===== config.mk =====
export PLATFORM = sky130hd
export DESIGN_NAME = chip_select_wait_state_unit
export DESIGN_NICKNAME = d
export VERILOG_FILES = /design/src/rtl/cs_pkg.sv /design/src/rtl/chip_select_wait_state_unit.sv
export SDC_FILE = /design/constraint.sdc
export NUM_CORES = 1
export LEC_CHECK = 0
export BUFFER_PORTS_ARGS = -buffer_cell sky130_fd_sc_hd__buf_4
export CORE_MARGIN = 1
export CORE_UTILIZATION = 45
export DETAILED_ROUTE_END_ITERATION = 10
export SLEW_MARGIN = 25
export SYNTH_ARGS = -nofsm -noshare
export SYNTH_HDL_FRONTEND = slang
export SYNTH_SLANG_ARGS = --single-unit

===== constraint.sdc =====
create_clock -name clk_sys_in -period 4.3 [get_ports clk_sys_in]
set_input_delay 0.86 -clock clk_sys_in [delete_from_list [all_inputs] [get_ports clk_sys_in]]
set_output_delay 0.86 -clock clk_sys_in [all_outputs]
set_load 0.02 [all_outputs]

===== src/rtl/cs_pkg.sv =====
// Contract
// [RULE_01] four identical select units, each with a 16-bit base and option register
// [RULE_02] decode all masters; matching select goes low once address strobe falls
// [RULE_03] several enabled hits set conflict flag; bus error when conflict enable set
// [RULE_04] only one select asserted; line 0 highest, line 3 lowest priority
// [RULE_05] write to read-only region: no select, set protect flag, optional bus error
// [RULE_06] select registers and logic reset only by reset together with halt
// [RULE_07] on-chip RAM and register accesses never assert a select line
// [RULE_08] interrupt acknowledge cycles never produce an address match
// [RULE_09] base: space 15-13, address A23-A13 in 12-2, direction bit 1, enable bit 0
// [RULE_10] enable 0 disables, 1 enables; after reset only line 0 enabled
// [RULE_11] direction bit 0 reads only, 1 writes only; resets to 0
// [RULE_12] direction mask 0 ignores direction bit, 1 applies it; resets to 0
// [RULE_13] option mask bits 12-2 for A23-A13; 1 compares bit, 0 ignores it
// [RULE_14] reset clears base addresses and sets every mask bit to one
// [RULE_15] space field compared with function code; 111 reserved; resets to 110
// [RULE_16] compare-space bit 0 ignores space field, 1 requires match; resets to 1
// [RULE_17] option bits 15-13: 000..110 give 0..6 wait states, 111 external ack
// [RULE_18] with code 111 device leaves ack undriven; master waits for peripheral
// [RULE_19] wait states counted on internal clock, also for external masters
// [RULE_20] zero wait states: acknowledge given without waiting for counting
// [RULE_21] outside parties must not drive ack for internally acknowledged regions
// [RULE_22] software should set external-master wait bit when timing needs it
// [RULE_23] external-master wait bit adds one wait state to external master cycles
// [RULE_24] conflict while accessing system configuration register: no flag, no error
// [RULE_25] select and internal ack negate when address strobe negates
package cs_pkg;

	localparam int          NUM_LINES_DEF = 4;
	localparam int          ADDR_W        = 11;

	// register indices on the plain register port
	localparam logic [3:0]  REG_BR_BASE   = 4'h0;
	localparam logic [3:0]  REG_OR_BASE   = 4'h4;
	localparam logic [3:0]  REG_CTRL      = 4'h8;

	// base register fields
	localparam int          BR_SPACE_LSB  = 13;
	localparam int          BR_ADDR_LSB   = 2;
	localparam int          BR_DIR_BIT    = 1;
	localparam int          BR_EN_BIT     = 0;
	// option register fields
	localparam int          OR_ACK_LSB    = 13;
	localparam int          OR_MASK_LSB   = 2;
	localparam int          OR_DMASK_BIT  = 1;
	localparam int          OR_CSPACE_BIT = 0;
	// control/status register fields
	localparam int          CT_WPF_BIT    = 0;
	localparam int          CT_ADC_BIT    = 1;
	localparam int          CT_WPE_BIT    = 2;
	localparam int          CT_DECODE_CONFLICT_ENABLE_BIT   = 3;
	localparam int          CT_EXTERNAL_MASTER_WAIT_STATE_BIT   = 4;

	localparam logic [15:0] BR0_RST       = 16'hC001;
	localparam logic [15:0] BRN_RST       = 16'hC000;
	localparam logic [15:0] OR_RST        = 16'hDFFD;
	localparam logic [2:0]  ACK_EXTERNAL  = 3'h7;
	localparam logic [2:0]  FC_IACK       = 3'h7;
	localparam logic [2:0]  CNT_ZERO      = 3'h0;

	typedef struct packed {
		logic              strobe_n;
		logic              read;
		logic [2:0]        space;
		logic [ADDR_W-1:0] addr;
		logic              ext;
	} pin_t;

	typedef struct packed {
		logic external_master_wait_state;
		logic decode_conflict_enable;
		logic wpe;
		logic adc;
		logic wpf;
	} ctrl_t;

	typedef enum logic [1:0] {
		ST_IDLE = 2'b00,
		ST_WAIT = 2'b01,
		ST_HOLD = 2'b10
	} st_t;

endpackage


===== src/rtl/chip_select_wait_state_unit.sv =====
// Our own choices: the address-and-strobe port and the register offsets.
`timescale 1ns/1ps
module chip_select_wait_state_unit
	import cs_pkg::*;
#(
	parameter int NUM_LINES = NUM_LINES_DEF
)
(
	input  wire logic                 clk_sys_in,
	input  wire logic                 rst_in,
	input  wire logic                 halt_in,
	input  wire logic [3:0]           reg_addr_in,
	input  wire logic [15:0]          reg_wdata_in,
	input  wire logic                 reg_wr_in,
	input  wire logic                 reg_rd_in,
	output logic      [15:0]          reg_rdata_out,
	input  wire logic                 address_strobe_n_in,
	input  wire logic                 read_in,
	input  wire logic [2:0]           space_in,
	input  wire logic [ADDR_W-1:0]    addr_hi_in,
	input  wire logic                 ext_master_in,
	input  wire logic                 int_space_in,
	input  wire logic                 cfg_access_in,
	output logic      [NUM_LINES-1:0] select_line_n_out,
	output logic                      transfer_ack_n_out,
	output logic                      transfer_ack_oe_out,
	output logic                      bus_error_n_out,
	output logic                      periph_wait_out
);

	logic                 sys_rst;
	pin_t                 pin_in;
	pin_t                 sync1_r;
	pin_t                 sync2_r;
	logic                 as_act;
	logic                 iack;
	logic [15:0]          br_r [NUM_LINES];
	logic [15:0]          or_r [NUM_LINES];
	ctrl_t                ctrl_r;
	logic [NUM_LINES-1:0] hit;
	logic [NUM_LINES-1:0] dir_ok;
	logic [NUM_LINES-1:0] wprot;
	logic [NUM_LINES-1:0] win;
	logic                 win_ok;
	logic                 win_wp;
	logic [2:0]           win_code;
	logic                 conflict;
	logic                 decide;
	logic                 wp_evt;
	logic                 adc_evt;
	logic                 ack_go;
	logic [2:0]           cnt_init;
	st_t                  st_r;
	logic [2:0]           cnt_r;

	// select registers obey only the combined reset and halt
	assign sys_rst = rst_in & halt_in; // RULE_06

	function automatic logic [NUM_LINES-1:0] first_hit(input logic [NUM_LINES-1:0] v);
		logic [NUM_LINES-1:0] r;
		r = '0;
		for (int k = NUM_LINES - 1; k >= 0; k--)
		begin
			if (v[k])
			begin
				r = '0;
				r[k] = 1'b1;
			end
		end
		return r;
	endfunction

	assign pin_in = '{strobe_n: address_strobe_n_in, read: read_in, space: space_in,
		addr: addr_hi_in, ext: ext_master_in};

	// two-stage capture of the external bus pins
	always_ff @(posedge clk_sys_in)
	begin
		if (sys_rst)
		begin
			sync1_r <= '{strobe_n: 1'b1, default: '0};
			sync2_r <= '{strobe_n: 1'b1, default: '0};
		end
		else
		begin
			sync1_r <= pin_in;
			sync2_r <= sync1_r;
		end
	end

	assign as_act = ~sync2_r.strobe_n;
	assign iack   = (sync2_r.space == FC_IACK); // RULE_08

	// per-line address, space and direction compare
	for (genvar i = 0; i < NUM_LINES; i++)
	begin : g_line
		logic [ADDR_W-1:0] msk;
		logic              sp_ok;
		assign msk = or_r[i][OR_MASK_LSB +: ADDR_W];
		assign sp_ok = ~or_r[i][OR_CSPACE_BIT] |
			(sync2_r.space == br_r[i][BR_SPACE_LSB +: 3]); // RULE_15 RULE_16
		assign hit[i] = br_r[i][BR_EN_BIT] & sp_ok &
			((sync2_r.addr & msk) == (br_r[i][BR_ADDR_LSB +: ADDR_W] & msk)); // RULE_10 RULE_13
		assign dir_ok[i] = ~or_r[i][OR_DMASK_BIT] |
			(br_r[i][BR_DIR_BIT] == ~sync2_r.read); // RULE_11 RULE_12
		assign wprot[i] = or_r[i][OR_DMASK_BIT] & ~br_r[i][BR_DIR_BIT] & ~sync2_r.read;
	end

	always_comb
	begin
		win      = first_hit(hit); // RULE_04
		win_ok   = |(win & dir_ok);
		win_wp   = |(win & wprot);
		win_code = '0;
		for (int k = 0; k < NUM_LINES; k++)
		begin
			if (win[k])
			begin
				win_code = or_r[k][OR_ACK_LSB +: 3];
			end
		end
	end

	assign conflict = ~$onehot0(hit);
	// internal space and interrupt acknowledge never decode
	assign decide   = (st_r == ST_IDLE) & as_act & ~int_space_in & ~iack; // RULE_02 RULE_07 RULE_08
	assign wp_evt   = decide & win_wp; // RULE_05
	assign adc_evt  = decide & conflict & ~cfg_access_in; // RULE_03 RULE_24
	assign ack_go   = decide & win_ok & (win_code != ACK_EXTERNAL); // RULE_17 RULE_18
	assign cnt_init = win_code + {2'b00, ctrl_r.external_master_wait_state & sync2_r.ext}; // RULE_23

	// register file writes
	always_ff @(posedge clk_sys_in)
	begin
		if (sys_rst)
		begin
			for (int k = 0; k < NUM_LINES; k++)
			begin
				br_r[k] <= (k == 0) ? BR0_RST : BRN_RST; // RULE_10 RULE_14 RULE_15
				or_r[k] <= OR_RST; // RULE_14 RULE_16 RULE_12
			end
		end
		else if (reg_wr_in)
		begin
			for (int k = 0; k < NUM_LINES; k++)
			begin
				if (reg_addr_in == REG_BR_BASE + 4'(k))
				begin
					br_r[k] <= reg_wdata_in; // RULE_01 RULE_09
				end
				if (reg_addr_in == REG_OR_BASE + 4'(k))
				begin
					or_r[k] <= reg_wdata_in; // RULE_01
				end
			end
		end
	end

	// control bits and sticky flags; a new event beats a write-one clear
	always_ff @(posedge clk_sys_in)
	begin
		if (sys_rst)
		begin
			ctrl_r <= '0;
		end
		else
		begin
			if (reg_wr_in && reg_addr_in == REG_CTRL)
			begin
				ctrl_r.wpe  <= reg_wdata_in[CT_WPE_BIT];
				ctrl_r.decode_conflict_enable <= reg_wdata_in[CT_DECODE_CONFLICT_ENABLE_BIT];
				ctrl_r.external_master_wait_state <= reg_wdata_in[CT_EXTERNAL_MASTER_WAIT_STATE_BIT];
			end
			ctrl_r.wpf <= wp_evt | (ctrl_r.wpf &
				~(reg_wr_in && reg_addr_in == REG_CTRL && reg_wdata_in[CT_WPF_BIT])); // RULE_05
			ctrl_r.adc <= adc_evt | (ctrl_r.adc &
				~(reg_wr_in && reg_addr_in == REG_CTRL && reg_wdata_in[CT_ADC_BIT])); // RULE_03
		end
	end

	// read data one cycle after the read strobe
	always_ff @(posedge clk_sys_in)
	begin
		if (sys_rst)
		begin
			reg_rdata_out <= '0;
		end
		else
		begin
			reg_rdata_out <= '0;
			if (reg_rd_in)
			begin
				for (int k = 0; k < NUM_LINES; k++)
				begin
					if (reg_addr_in == REG_BR_BASE + 4'(k))
					begin
						reg_rdata_out <= br_r[k];
					end
					if (reg_addr_in == REG_OR_BASE + 4'(k))
					begin
						reg_rdata_out <= or_r[k];
					end
				end
				if (reg_addr_in == REG_CTRL)
				begin
					reg_rdata_out <= {11'h000, ctrl_r};
				end
			end
		end
	end

	// bus cycle sequencer
	always_ff @(posedge clk_sys_in)
	begin
		if (sys_rst)
		begin
			st_r                <= ST_IDLE;
			cnt_r               <= CNT_ZERO;
			select_line_n_out   <= '1;
			transfer_ack_n_out  <= 1'b1;
			transfer_ack_oe_out <= 1'b0;
			bus_error_n_out     <= 1'b1;
			periph_wait_out     <= 1'b0;
		end
		else if (!as_act)
		begin
			st_r                <= ST_IDLE; // RULE_25
			cnt_r               <= CNT_ZERO;
			select_line_n_out   <= '1;
			transfer_ack_n_out  <= 1'b1;
			transfer_ack_oe_out <= 1'b0;
			bus_error_n_out     <= 1'b1;
			periph_wait_out     <= 1'b0;
		end
		else
		begin
			periph_wait_out <= 1'b0;
			unique case (st_r)
				ST_IDLE:
				begin
					st_r <= ST_HOLD;
					periph_wait_out <= int_space_in & sync2_r.ext & ctrl_r.external_master_wait_state; // RULE_23
					if (decide && win_ok)
					begin
						select_line_n_out <= ~win; // RULE_02 RULE_04
					end
					if ((wp_evt && ctrl_r.wpe) || (adc_evt && ctrl_r.decode_conflict_enable))
					begin
						bus_error_n_out <= 1'b0; // RULE_03 RULE_05
					end
					if (ack_go)
					begin
						transfer_ack_oe_out <= 1'b1;
						if (cnt_init == CNT_ZERO)
						begin
							transfer_ack_n_out <= 1'b0; // RULE_20
						end
						else
						begin
							cnt_r <= cnt_init;
							st_r  <= ST_WAIT;
						end
					end
				end
				ST_WAIT:
				begin
					cnt_r <= cnt_r - 3'h1; // RULE_19
					if (cnt_r == 3'h1)
					begin
						transfer_ack_n_out <= 1'b0;
						st_r <= ST_HOLD;
					end
				end
				ST_HOLD:
				begin
					st_r <= ST_HOLD;
				end
				default:
				begin
					st_r <= ST_IDLE;
				end
			endcase
		end
	end
endmodule


# Yosys cells after proc, flatten, opt, wreduce, memory -nomap -nowiden

Memory sizes are Yosys's and may differ from the RTL's.
Index checks and enable logic that the tools add are counted.

Magnitude comparators: 1
Equal/unequal tests: 29
Bitwise gates (word level): 81
Reductions and logical operators: 22
Add/subtract/negate cells: 5
Mux-type cells: 70

Operators by type and width:

| kind                                                | number |
|---|---|
| two-way mux 16 bit                                  | 16 |
| bitwise AND 11 bit                                  | 8 |
| equality test 11 bit                                | 4 |
| two-way mux 1 bit                                   | 37 |
| bitwise AND 1 bit                                   | 30 |
| inverter 1 bit                                      | 22 |
| two-way mux 3 bit                                   | 6 |
| OR 1 bit                                            | 18 |
| equality test 4 x 3 -> 1 bit, second input constant | 4 |
| two-way mux 4 bit                                   | 4 |
| equality test 3 bit                                 | 4 |
| bitwise AND 4 bit                                   | 2 |
| equality test 4 x 2 -> 1 bit, second input constant | 2 |
| OR reduction 4 bit                                  | 2 |
| logical AND 1 bit                                   | 6 |
| two-way mux 2 bit                                   | 3 |
| != test 2 bit, second input constant                | 3 |
| case mux 2 bit (3 select lines)                     | 1 |
| case mux 3 bit (2 select lines)                     | 1 |
| AND reduction 2 bit                                 | 3 |
| OR reduction 3 bit                                  | 2 |
| two-way mux 5 bit                                   | 1 |
| adder 1 x 1 -> 2 bit                                | 2 |
| equality test 1 bit                                 | 4 |
| 22 further kinds                                    | 23 |

Input bits: 44
Flip-flop bits (word level): 68
Memories: 2
Word-level logic and storage cells: 234
Output and inout port bits: 24
Memory bits (writable): 128

Memories:

| name | words | bits a word | rd ports | clocked after Yosys merged registers in | wr ports | RTL line                          | source |
|---|---|---|---|---|---|---|---|
| br_r | 4     | 16          | 4        | 0                                       | 4        | chip_select_wait_state_unit.sv:37 | `logic [15:0] br_r [NUM_LINES];` |
| or_r | 4     | 16          | 4        | 0                                       | 4        | chip_select_wait_state_unit.sv:38 | `logic [15:0] or_r [NUM_LINES];` |

# Depth between registers and ports, before layout

Gate-level depths: netlist (run 1).
An unclocked memory read counts as a cell.

Depth in word-level cells: 18
Depth in mapped cells: 15

# Least setup slack after synthesis (run 1)

Ideal clock, no wire load.

Kind: register to register
Start: mem br_r[0][12]
End: reg st_r[0]
Setup slack: 1,172 ps
Cell stages (with the launch flop): 14
Arrival time: 3,058 ps
Buffers on the path: 0
Clock period less this slack: 3,128 ps
Path through: edfxtp_1 xor2_1 a22oi_1 nand3_1 nor4b_4 nor2_1 a221oi_1 ha_1 ha_1 inv_1 xnor2_2 o311ai_4 or3_1 a21oi_1

RTL lines:

| item                 | RTL line                           | source |
|---|---|---|
| start, declared      | chip_select_wait_state_unit.sv:37  |  |
| end signal, assigned | chip_select_wait_state_unit.sv:217 | `st_r <= ST_IDLE;` |
| end signal, assigned | chip_select_wait_state_unit.sv:227 | `st_r <= ST_IDLE;` |
| end signal, assigned | chip_select_wait_state_unit.sv:241 | `st_r <= ST_HOLD;` |
| end, declared        | chip_select_wait_state_unit.sv:53  | `st_t st_r;` |

# Final worst setup path (run 1)

Start: reg sync2_r[12] (netlist name)
End: reg st_r[0]

Word-level cells in the longest chain between the ends: 16

RTL lines:

| item                              | RTL line                           | source |
|---|---|---|
| start, declared                   | chip_select_wait_state_unit.sv:34  | `pin_t sync2_r;` |
| start signal, assigned            | chip_select_wait_state_unit.sv:87  | `sync2_r <= sync1_r;` |
| equality test 3 bit               | chip_select_wait_state_unit.sv:101 | `(sync2_r.space == br_r[i][BR_SPACE_LSB +: 3]);` |
| OR 1 bit                          | chip_select_wait_state_unit.sv:100 | `assign sp_ok = ~or_r[i][OR_CSPACE_BIT] \|` |
| bitwise AND 1 bit (2 in a row)    | chip_select_wait_state_unit.sv:102 | `assign hit[i] = br_r[i][BR_EN_BIT] & sp_ok &` |
| two-way mux 4 bit (3 in a row)    | chip_select_wait_state_unit.sv:64  | `if (v[k])` |
| two-way mux 3 bit (4 in a row)    | chip_select_wait_state_unit.sv:117 | `if (win[k])` |
| adder 3 x 1 -> 3 bit              | chip_select_wait_state_unit.sv:130 | `assign cnt_init = win_code + {2'b00, ctrl_r.external_master_wait_state & sync2_r.ext};` |
| zero test 3 bit                   | chip_select_wait_state_unit.sv:254 | `if (cnt_init == CNT_ZERO)` |
| two-way mux 2 bit                 | chip_select_wait_state_unit.sv:254 |  |
| two-way mux 2 bit *               | chip_select_wait_state_unit.sv:251 | `if (ack_go)` |
| case mux 2 bit (3 select lines) * | chip_select_wait_state_unit.sv:238 | `unique case (st_r)` |
| end signal, assigned              | chip_select_wait_state_unit.sv:241 |  |
| end signal, assigned              | chip_select_wait_state_unit.sv:261 | `st_r <= ST_WAIT;` |
| end signal, assigned              | chip_select_wait_state_unit.sv:271 | `st_r <= ST_HOLD;` |

Mark *: on every way between the ends. The rest lies on a longest branch, timed or not.
A chain may end at the register's enable or synchronous reset.

==> reports/metrics.cfg, run 1 <==
[timing]
slew_headroom_pct = 28.2
layout_setup_ws_ns = 0.376
final-max-slew-violation-count = 0
holdWs_ns = 0.426
grt_setup_unrepaired = no
period_share_pct = 91.3
fmax_mhz = 255
finalSetupViolations = 0
post-route-min-period_ns = 3.92
hold_viol = 0
worstMarginPinSlew_ns = 1.07
tns_ns = 0
fin_skew_ns = 0.00700

[setup_path]
crit_top_cell = ha_1
ff2ff_setup_slack_ns = 0.38
cp.arrival_ns = 4.29
r2r_cells = 13
r2r_end = st_r[0]$_SDFFE_PP0P_
crit_start = sync2_r[12]$_SDFF_PP0_
cp-start-kind = flip-flop
critPathBufInv = 1
crit_fanout = 10
r2r-start = sync2_r[12]$_SDFF_PP0_
worstPathCellList = xor2_1 -> o31ai_1 -> nand3_1 -> nor3_2 -> a211oi_1 -> a221oi_1 -> ha_1 -> ha_1 -> inv_1 -> xnor2_2 -> o311ai_4 -> or3_1 -> a21oi_1
endpoint_kind = flip-flop
critPathSlowestCell = nor3_2
cp_top_family = compound AO/OA/AOI/OAI gates
required_ns = 4.66
slowest_delay_ns = 0.56
worstSetupPathType = flip-flop to flip-flop

[synth]
synth_most_common_cell = edfxtp_1
synthDistinctLibCells = 62
synth_nets = 826
synth_area_mm2 = 0.00901
synth-main-ff-cell = edfxtp_1
yosys_warnings = 0
synth_top_cell_area_share_pct = 42.7
postSynth.asyncResetShare_pct = 0
yosysTopAreaCell = edfxtp_1
synth_area_per_cell_um2 = 11.6
synth_seq_area_share_pct = 57.8
synth-seq-cells = 196
synth_edf_count = 128
synthTopCellsByArea = edfxtp_1 43%, dfxtp_1 15%, and2_1 6.3%
syn_inst = 774
synth_commonest_cells = 128 x edfxtp_1, 91 x and2_1, 68 x dfxtp_1, 57 x or2_2, 55 x xor2_1

[detailed_routing]
num_vias = 6449
route.antenna.remaining_nets = 0
first_pass_iters = 7
wl_per_cell_um = 23.3
drc = 0
drt-total-wl_mm = 26.1
drt_iter0_markers = 566
viasPerCell = 5.74

[clocking]
clock_latency_ns = 0.44
holdBufCountCts = 0
htree_levels = 4
clk_pin_slew_worst_paths_ns = 0.07
post_cts_buffers = 0
clock-sinks = 196
cts_buffers = 17
tritoncts = yes
clock_path_buffers = 2
root_buffer = clkbuf_16
cts_resized = 0

[place]
hpwl_mm = 18.2
gp_congestion = 0.895
port_buffers = 67
dp_worst_setup_slack_ns = 0.443

[global_routing]
antenna_found_initial = 0
grt_pass1_wl_mm = 38.5
gr-total-overflow = 0
grt_max_degree = 29
grt_pass1_vias = 6420
grt_usage_pct = 26.4

[power_and_ir_drop]
switching_share_pct = 24.6
leakage_uw = 0.00378
p_comb_share_pct = 10.1
switchingPower_uw = 1060
vdd_drop_max_mv = 0.286
power_frac_seq_pct = 51.5
p_int_uw = 3240
p_total_uw = 4290
pwr_density_cell_mw_per_mm2 = 409
clkPwrFrac_pct = 38.4

[floorplan]
dieArea_mm2 = 0.0206
die_x_um = 143
rows = 51
initial_utilization_pct = 46.1
ioPinCount = 68
fp.dieH_um = 143
coreArea_mm2 = 0.0195

[hold_path]
min_to = sync2_r[15]$_SDFF_PP0_
hp-class = flip-flop to flip-flop
hold-path-cell-count = 1
min_from = sync1_r[15]$_SDFF_PP0_

[run_status]
status = completed

[cells_and_area]
layout.nets = 896
drive_gt1_share_pct = 23.3
syn_to_final_growth_pct = 16.5

[run]
maxCapViolCount = 0

## cell type report
class,count,area (um^2)
Antenna cell,1,2.50
Clock buffer,23,500
Clock inverter,9,111
Fill cell,1720,9030
Inverter,16,60.1
Multi-Input combinational cell,522,3600
Sequential cell,196,5200
Tap cell,265,332
Timing Repair Buffer,91,683
## routing by layer
layer	global-route usage [%]	vias up	routed length, um
met3	4.07	62	1700
li1	-	2938	-
met1	33.5	3182	10800
met5	0	-	0
met4	12.7	0	881
met2	44.2	267	12700
## through the flow
stage,cells,cell area [um^2],utilization (%)
finish,1123,10500,53.7
CTS,1122,10500,53.7
global placement,1090,9880,50.6
floorplan,774,9010,-
global route,1122,10500,53.7
detailed placement,1090,9880,50.6
## worst max-delay path by stage
stage,endpoint,slack (ns),cells after the start
finish,st_r[0]$_SDFFE_PP0P_,0.38,13
global route,st_r[0]$_SDFFE_PP0P_,0.12,13
global placement,st_r[0]$_SDFFE_PP0P_,0.56,13
CTS,st_r[0]$_SDFFE_PP0P_,0.41,13
detailed placement,st_r[0]$_SDFFE_PP0P_,0.44,13
floorplan,st_r[0]$_SDFFE_PP0P_,1.17,13
## sequential cells by signal, indices dropped and copies added, names as in the netlist, 2 cells and up
name	cells
br_r	64
or_r	64
sync1_r	17
sync2_r	17
reg_rdata_out	16
ctrl_r	5
select_line_n_out	4
cnt_r	3
st_r	2
## power groups by stage
stage / registers [uW] / clock network (uW) / logic (uW)
finish: 2210 / 1650 / 435
global route: 2220 / 1730 / 465
CTS: 2210 / 1660 / 432
detailed placement: 2250 / 0 / 430
global placement: 2250 / 0 / 423
floorplan: 2220 / 0 / 257
## cell usage in the layout (no fill, tap or decap), types with 4 or more instances in the layout
master and count:
or2_2 57, nor2_1 29, xnor2_1 4, nand3_1 17
edfxtp_1 128, o21ai_0 8, dfxtp_1 68, and3_1 5
a31oi_1 18, xor2_1 55, clkbuf_16 19, nand2b_1 15
inv_1 16, buf_4 91, a21oi_1 13, nor2b_1 4
ha_1 8, a22oi_1 48, mux2_2 4, a211oi_1 4
a221oi_1 18, and2_1 91, a22o_1 19, nor3_2 5
nand2_1 54
## cell families after synthesis
kind of cell	share of synthesized area (%)
xor+xnor	6.10
compound gates	12.8
simple gates	18.9
mux	0.611
flops	57.8
buf+inv	2.64
fa+ha+maj	1.11
No activity file was read; power rests on OpenSTA's default activity.
==> run 2: changes to the inputs <==
clock period = 4.57 ns   (was 4.3 ns; I/O delays follow)
==> run 2 against run 1 <==
Effect of this change: sequential share of layout area grew 0.41 points; hold slack lost 0.0073 ns; design area shrank 0.81%; flip-flop and latch count is the same; clock power shrank 9.7%; die area is the same; routed wire length shrank 0.22%; register-to-register slack gained 0.19 ns; worst setup slack gained 0.19 ns; global-route usage shrank 0.30 points; critical path type unchanged; critical endpoint unchanged; largest cell class unchanged.
==> reports/metrics.cfg, run 2 (synthesized netlist as in run 1, its figures left out) <==
[timing]
fmax_mhz = 250
tns_ns = 0
hold_viol = 0
grt_setup_unrepaired = no
post-route-min-period_ns = 4.01
slew_headroom_pct = 26.7
fin_skew_ns = 0.00818
worstMarginPinSlew_ns = 1.10
finalSetupViolations = 0
final-max-slew-violation-count = 0
period_share_pct = 87.7
layout_setup_ws_ns = 0.563

[floorplan]
dieArea_mm2 = 0.0206
initial_utilization_pct = 46.1
ioPinCount = 68
die_x_um = 143
coreArea_mm2 = 0.0195
fp.dieH_um = 143
rows = 51

[cells_and_area]
multi_input_area_mm2 = 0.00360
n_antenna_cell = 0
most-common-layout-cells = 128 x edfxtp_1, 91 x and2_1, 83 x buf_4
layout.nets = 888
fin_area_mm2 = 0.0104
reg_top3 = br_r: 64 flops, or_r: 64 flops
drive_gt1_share_pct = 23.1
register_area_mm2 = 0.00520
final_common_cell = edfxtp_1
fillers = 1729
syn_to_final_growth_pct = 15.5

[hold_path]
min_from = sync1_r[16]$_SDFF_PP1_
hold-path-cell-count = 1
min_to = sync2_r[16]$_SDFF_PP1_
hp-class = flip-flop to flip-flop

[clocking]
post_cts_buffers = 0
root_buffer = clkbuf_16
clk_pin_slew_worst_paths_ns = 0.07
clock-sinks = 196
clock_path_buffers = 2
clock_latency_ns = 0.43
cts_buffers = 17
cts_resized = 0
tritoncts = yes
htree_levels = 4
holdBufCountCts = 0

[global_routing]
use_met3_pct = 4.80
grt_use_met2_pct = 43.1
grt_pass1_wl_mm = 38.3
grt_pass1_vias = 6267
met1_usage_pct = 34.0
busiest_layer = met2
gr-total-overflow = 0
grt_usage_pct = 26.1
grt_max_degree = 38
antenna_found_initial = 0

[setup_path]
worstSetupPathType = flip-flop to flip-flop
crit_fanout = 10
cp-start-kind = flip-flop
endpoint_kind = flip-flop
r2r_end = st_r[0]$_SDFFE_PP0P_
r2r_cells = 13
cp.arrival_ns = 4.36
r2r-start = sync2_r[12]$_SDFF_PP0_
required_ns = 4.93
ff2ff_setup_slack_ns = 0.56

[detailed_routing]
wl_per_cell_um = 23.4
drt_iter0_markers = 747
first_pass_iters = 5
num_vias = 6453
route.antenna.remaining_nets = 0
drc = 0
viasPerCell = 5.79
drt-total-wl_mm = 26.1

[place]
port_buffers = 67
gp_congestion = 0.910
dp_worst_setup_slack_ns = 0.652
postPlaceCellArea_mm2 = 0.00982
hpwl_mm = 17.6

[power_and_ir_drop]
clkPwrFrac_pct = 37.5
leakage_uw = 0.00373
switchingPower_uw = 1010
p_int_uw = 2960
p_comb_share_pct = 10.1
pwr_density_cell_mw_per_mm2 = 382
vdd_drop_max_mv = 0.250
power_frac_seq_pct = 52.3
switching_share_pct = 25.5

[run]
maxCapViolCount = 0

[run_status]
status = completed

## run 2: changes by cell type in the layout (fill, tap and decap cells not counted)
cell | previous run | this run
clkinv_1 | 1 | 0
clkbuf_16 | 19 | 18
nand2_1 | 54 | 53
nand2_2 | 0 | 1
bufinv_16 | 2 | 1
clkinv_2 | 1 | 3
clkbuf_1 | 3 | 1
inv_8 | 0 | 2
buf_4 | 91 | 83
diode_2 | 1 | 0
clkinv_4 | 1 | 2
## run 2: metrics by stage
step	hold slack (ns)	instances	total power, uW	utilization, %
3_3_place_gp	0.403	1082	2510	50.3
6_report	0.419	1114	3970	53.3
3_5_place_dp	0.405	1082	2520	50.3
4_1_cts	0.422	1114	3980	53.3
2_1_floorplan	0.386	774	2330	-
5_1_grt	0.440	1114	4100	53.3
## run 2: worst max-delay path, cell delays in order, from the launching register on
cell      delay (ns)
dfxtp_1         0.58
xor2_1          0.11
o31ai_1         0.43
nand3_1         0.14
nor3_2          0.60
a211oi_1        0.19
a221oi_1        0.48
ha_1            0.24
ha_1            0.17
inv_1           0.08
xnor2_2         0.25
o311ai_4        0.16
or3_1           0.35
a21oi_1         0.16
## run 2: how the worst max path moves through the flow
stage	from	to	slack (ns)
6_report	sync2_r[12]$_SDFF_PP0_	st_r[0]$_SDFFE_PP0P_	0.56
5_1_grt	sync2_r[12]$_SDFF_PP0_	st_r[0]$_SDFFE_PP0P_	0.26
4_1_cts	sync2_r[12]$_SDFF_PP0_	st_r[0]$_SDFFE_PP0P_	0.65
3_5_place_dp	sync2_r[12]$_SDFF_PP0_	st_r[0]$_SDFFE_PP0P_	0.65
3_3_place_gp	sync2_r[12]$_SDFF_PP0_	st_r[0]$_SDFFE_PP0P_	0.83
2_1_floorplan	br_r[0][12]$_SDFFCE_PN0P_	st_r[0]$_SDFFE_PP0P_	1.44
## run 2: cell type report
| cell class | count | share of cell area, % |
|---|---|---|
| Clock buffer | 20 | 4.50 |
| Clock inverter | 12 | 1.14 |
| Timing Repair Buffer | 83 | 5.99 |
| Inverter | 16 | 0.577 |
| Multi-Input combinational cell | 522 | 34.6 |
| Tap cell | 265 | 3.19 |
| Sequential cell | 196 | 50.0 |
## run 2: power by group through the flow
stage,clock [uW],sequential (uW),combinational (uW)
finish,1490,2080,403
global placement,0,2110,391
detailed placement,0,2120,397
CTS,1500,2080,400
floorplan,0,2090,242
global route,1580,2090,430
## run 2: per-layer routing
layer  up-vias  routed length (um)
li1       2918                   -
met1      3183               10900
met2       288               12600
met3        64                1690
met4         0                 801
met5         -                   0
==> run 3: changes to the inputs <==
GPL_TIMING_DRIVEN = 0   (was not set)
==> run 3 against run 2 <==
Effect of this change: worst setup slack worse by 0.20 ns; via count grew 2.1%; hold slack got worse by 0.015 ns; critical endpoint is now st_r[1]$_SDFFE_PP0P_; clock skew about the same; non-clock buffer count grew 26; highest routed layer unchanged; clock power hardly changed; largest power group unchanged; critical path type unchanged.
==> reports/metrics.cfg, run 3 (synthesized netlist as in run 1, its figures left out) <==
[run_status]
status = completed

[cells_and_area]
syn_to_final_growth_pct = 16.1
drive_gt1_share_pct = 20.8
n_antenna_cell = 0
final_common_cell = edfxtp_1
most-common-layout-cells = 128 x edfxtp_1, 91 x and2_1, 69 x buf_4
fillers = 1734
layout.nets = 914
reg_top3 = br_r: 64 flops, or_r: 64 flops
fin_cells = 1140

[setup_path]
endpoint_kind = flip-flop
r2r-start = sync2_r[12]$_SDFF_PP0_
r2r_end = st_r[1]$_SDFFE_PP0P_
crit_fanout = 7
worstSetupPathType = flip-flop to flip-flop
required_ns = 4.91
cp-start-kind = flip-flop
ff2ff_setup_slack_ns = 0.37
r2r_cells = 14
cp.arrival_ns = 4.55

[clocking]
clock_path_buffers = 2
cts_resized = 0
root_buffer = clkbuf_16
holdBufCountCts = 0
post_cts_buffers = 0
htree_levels = 4
clk_pin_slew_worst_paths_ns = 0.07
tritoncts = yes
clock-sinks = 196
clock_latency_ns = 0.44
cts_buffers = 17

[floorplan]
dieArea_mm2 = 0.0206
fp.dieH_um = 143
die_x_um = 143
ioPinCount = 68
coreArea_mm2 = 0.0195
initial_utilization_pct = 46.1
rows = 51

[global_routing]
grt_pass1_vias = 6478
grt_pass1_wl_mm = 40.6
grt_usage_pct = 28.3
antenna_found_initial = 0
gr-total-overflow = 0
grt_max_degree = 17

[hold_path]
min_from = sync1_r[16]$_SDFF_PP1_
hp-class = flip-flop to flip-flop
min_to = sync2_r[16]$_SDFF_PP1_
hold-path-cell-count = 1

[place]
post-place-cells = 1108
port_buffers = 65
hpwl_mm = 19.3
dp_worst_setup_slack_ns = 0.339
gp_congestion = 0.912

[detailed_routing]
drt_iter0_markers = 793
first_pass_iters = 5
drt-total-wl_mm = 27.7
num_vias = 6590
drc = 0
route.antenna.remaining_nets = 0
viasPerCell = 5.78
wl_per_cell_um = 24.3

[timing]
layout_setup_ws_ns = 0.365
post-route-min-period_ns = 4.20
final-max-slew-violation-count = 0
period_share_pct = 92.0
fin_skew_ns = 0.00817
worstMarginPinSlew_ns = 1.05
hold_viol = 0
grt_setup_unrepaired = no
slew_headroom_pct = 29.7
finalSetupViolations = 0
fmax_mhz = 238

[run]
maxCapViolCount = 0

[power_and_ir_drop]
leakage_uw = 0.00373
vdd_drop_max_mv = 0.250
pwr_density_cell_mw_per_mm2 = 380
p_total_uw = 3970

[run 3: changes by cell type in the layout (fill, tap and decap cells not counted), sizes merged]
cell | previous run | this run
clkbuf | 20 | 60
buf | 83 | 74
inv | 21 | 18
bufinv | 1 | 0
clkinvlp | 1 | 0
[run 3: cell type report]
class | count | area (um^2) | share of cell area [%]
Clock inverter | 7 | 42.5 | 0.407
Inverter | 16 | 60.1 | 0.574
Tap cell | 265 | 332 | 3.17
Multi-Input combinational cell | 522 | 3590 | 34.4
Sequential cell | 196 | 5200 | 49.8
Timing Repair Buffer | 69 | 515 | 4.93
Clock buffer | 25 | 529 | 5.06
Buffer | 40 | 178 | 1.70
[run 3: worst max path at each step]
stage | start | end | slack [ns] | cells past startpoint
after floorplan | br_r[0][12]$_SDFFCE_PN0P_ | st_r[0]$_SDFFE_PP0P_ | 1.44 | 13
after global placement | reg_addr_in[1] | br_r[1][12]$_SDFFCE_PN0P_ | -0.20 | 7
after detailed placement | reg_addr_in[0] | br_r[2][13]$_SDFFCE_PN0P_ | 0.34 | 8
after CTS | sync2_r[12]$_SDFF_PP0_ | st_r[1]$_SDFFE_PP0P_ | 0.50 | 14
after global routing | sync2_r[12]$_SDFF_PP0_ | cnt_r[2]$_SDFFE_PP0P_ | 0.22 | 14
final | sync2_r[12]$_SDFF_PP0_ | st_r[1]$_SDFFE_PP0P_ | 0.37 | 14
[run 3: through the flow]
| stage | TNS (ns) | area (um^2) | hold WS (ns) | utilization (%) |
|---|---|---|---|---|
| global route | 0 | 10500 | 0.431 | 53.5 |
| finish | 0 | 10500 | 0.404 | 53.5 |
| global placement | -8.43 | 9830 | 0.400 | 50.3 |
| floorplan | 0 | 9010 | 0.386 | - |
| detailed placement | 0 | 9880 | 0.397 | 50.6 |
| CTS | 0 | 10500 | 0.407 | 53.5 |
[run 3: per-layer routing]
metal,track usage (%),part of all wire (%),vias up
li1,-,-,2976
met1,38.1,42,3244
met2,45.4,47,311
met3,4.70,7.2,59
met4,11.1,3.2,0
met5,0,0,-
[run 3: power breakdown]
group | switching (uW) | internal [uW]
clock network | 669 | 810
logic | 262 | 158
registers | 76.6 | 2000
[run 3: worst max-delay path, stage by stage (launching register included)]
cell and delay (ns):
dfxtp_1 0.31, buf_6 0.14, xor2_1 0.16, o31ai_1 0.53, nand3_1 0.38, nor2_1 0.45
a211oi_1 0.09, a221oi_1 0.62, ha_1 0.28, ha_1 0.17, inv_1 0.08, xnor2_2 0.18
o311ai_4 0.40, nand2_1 0.12, o41ai_2 0.20
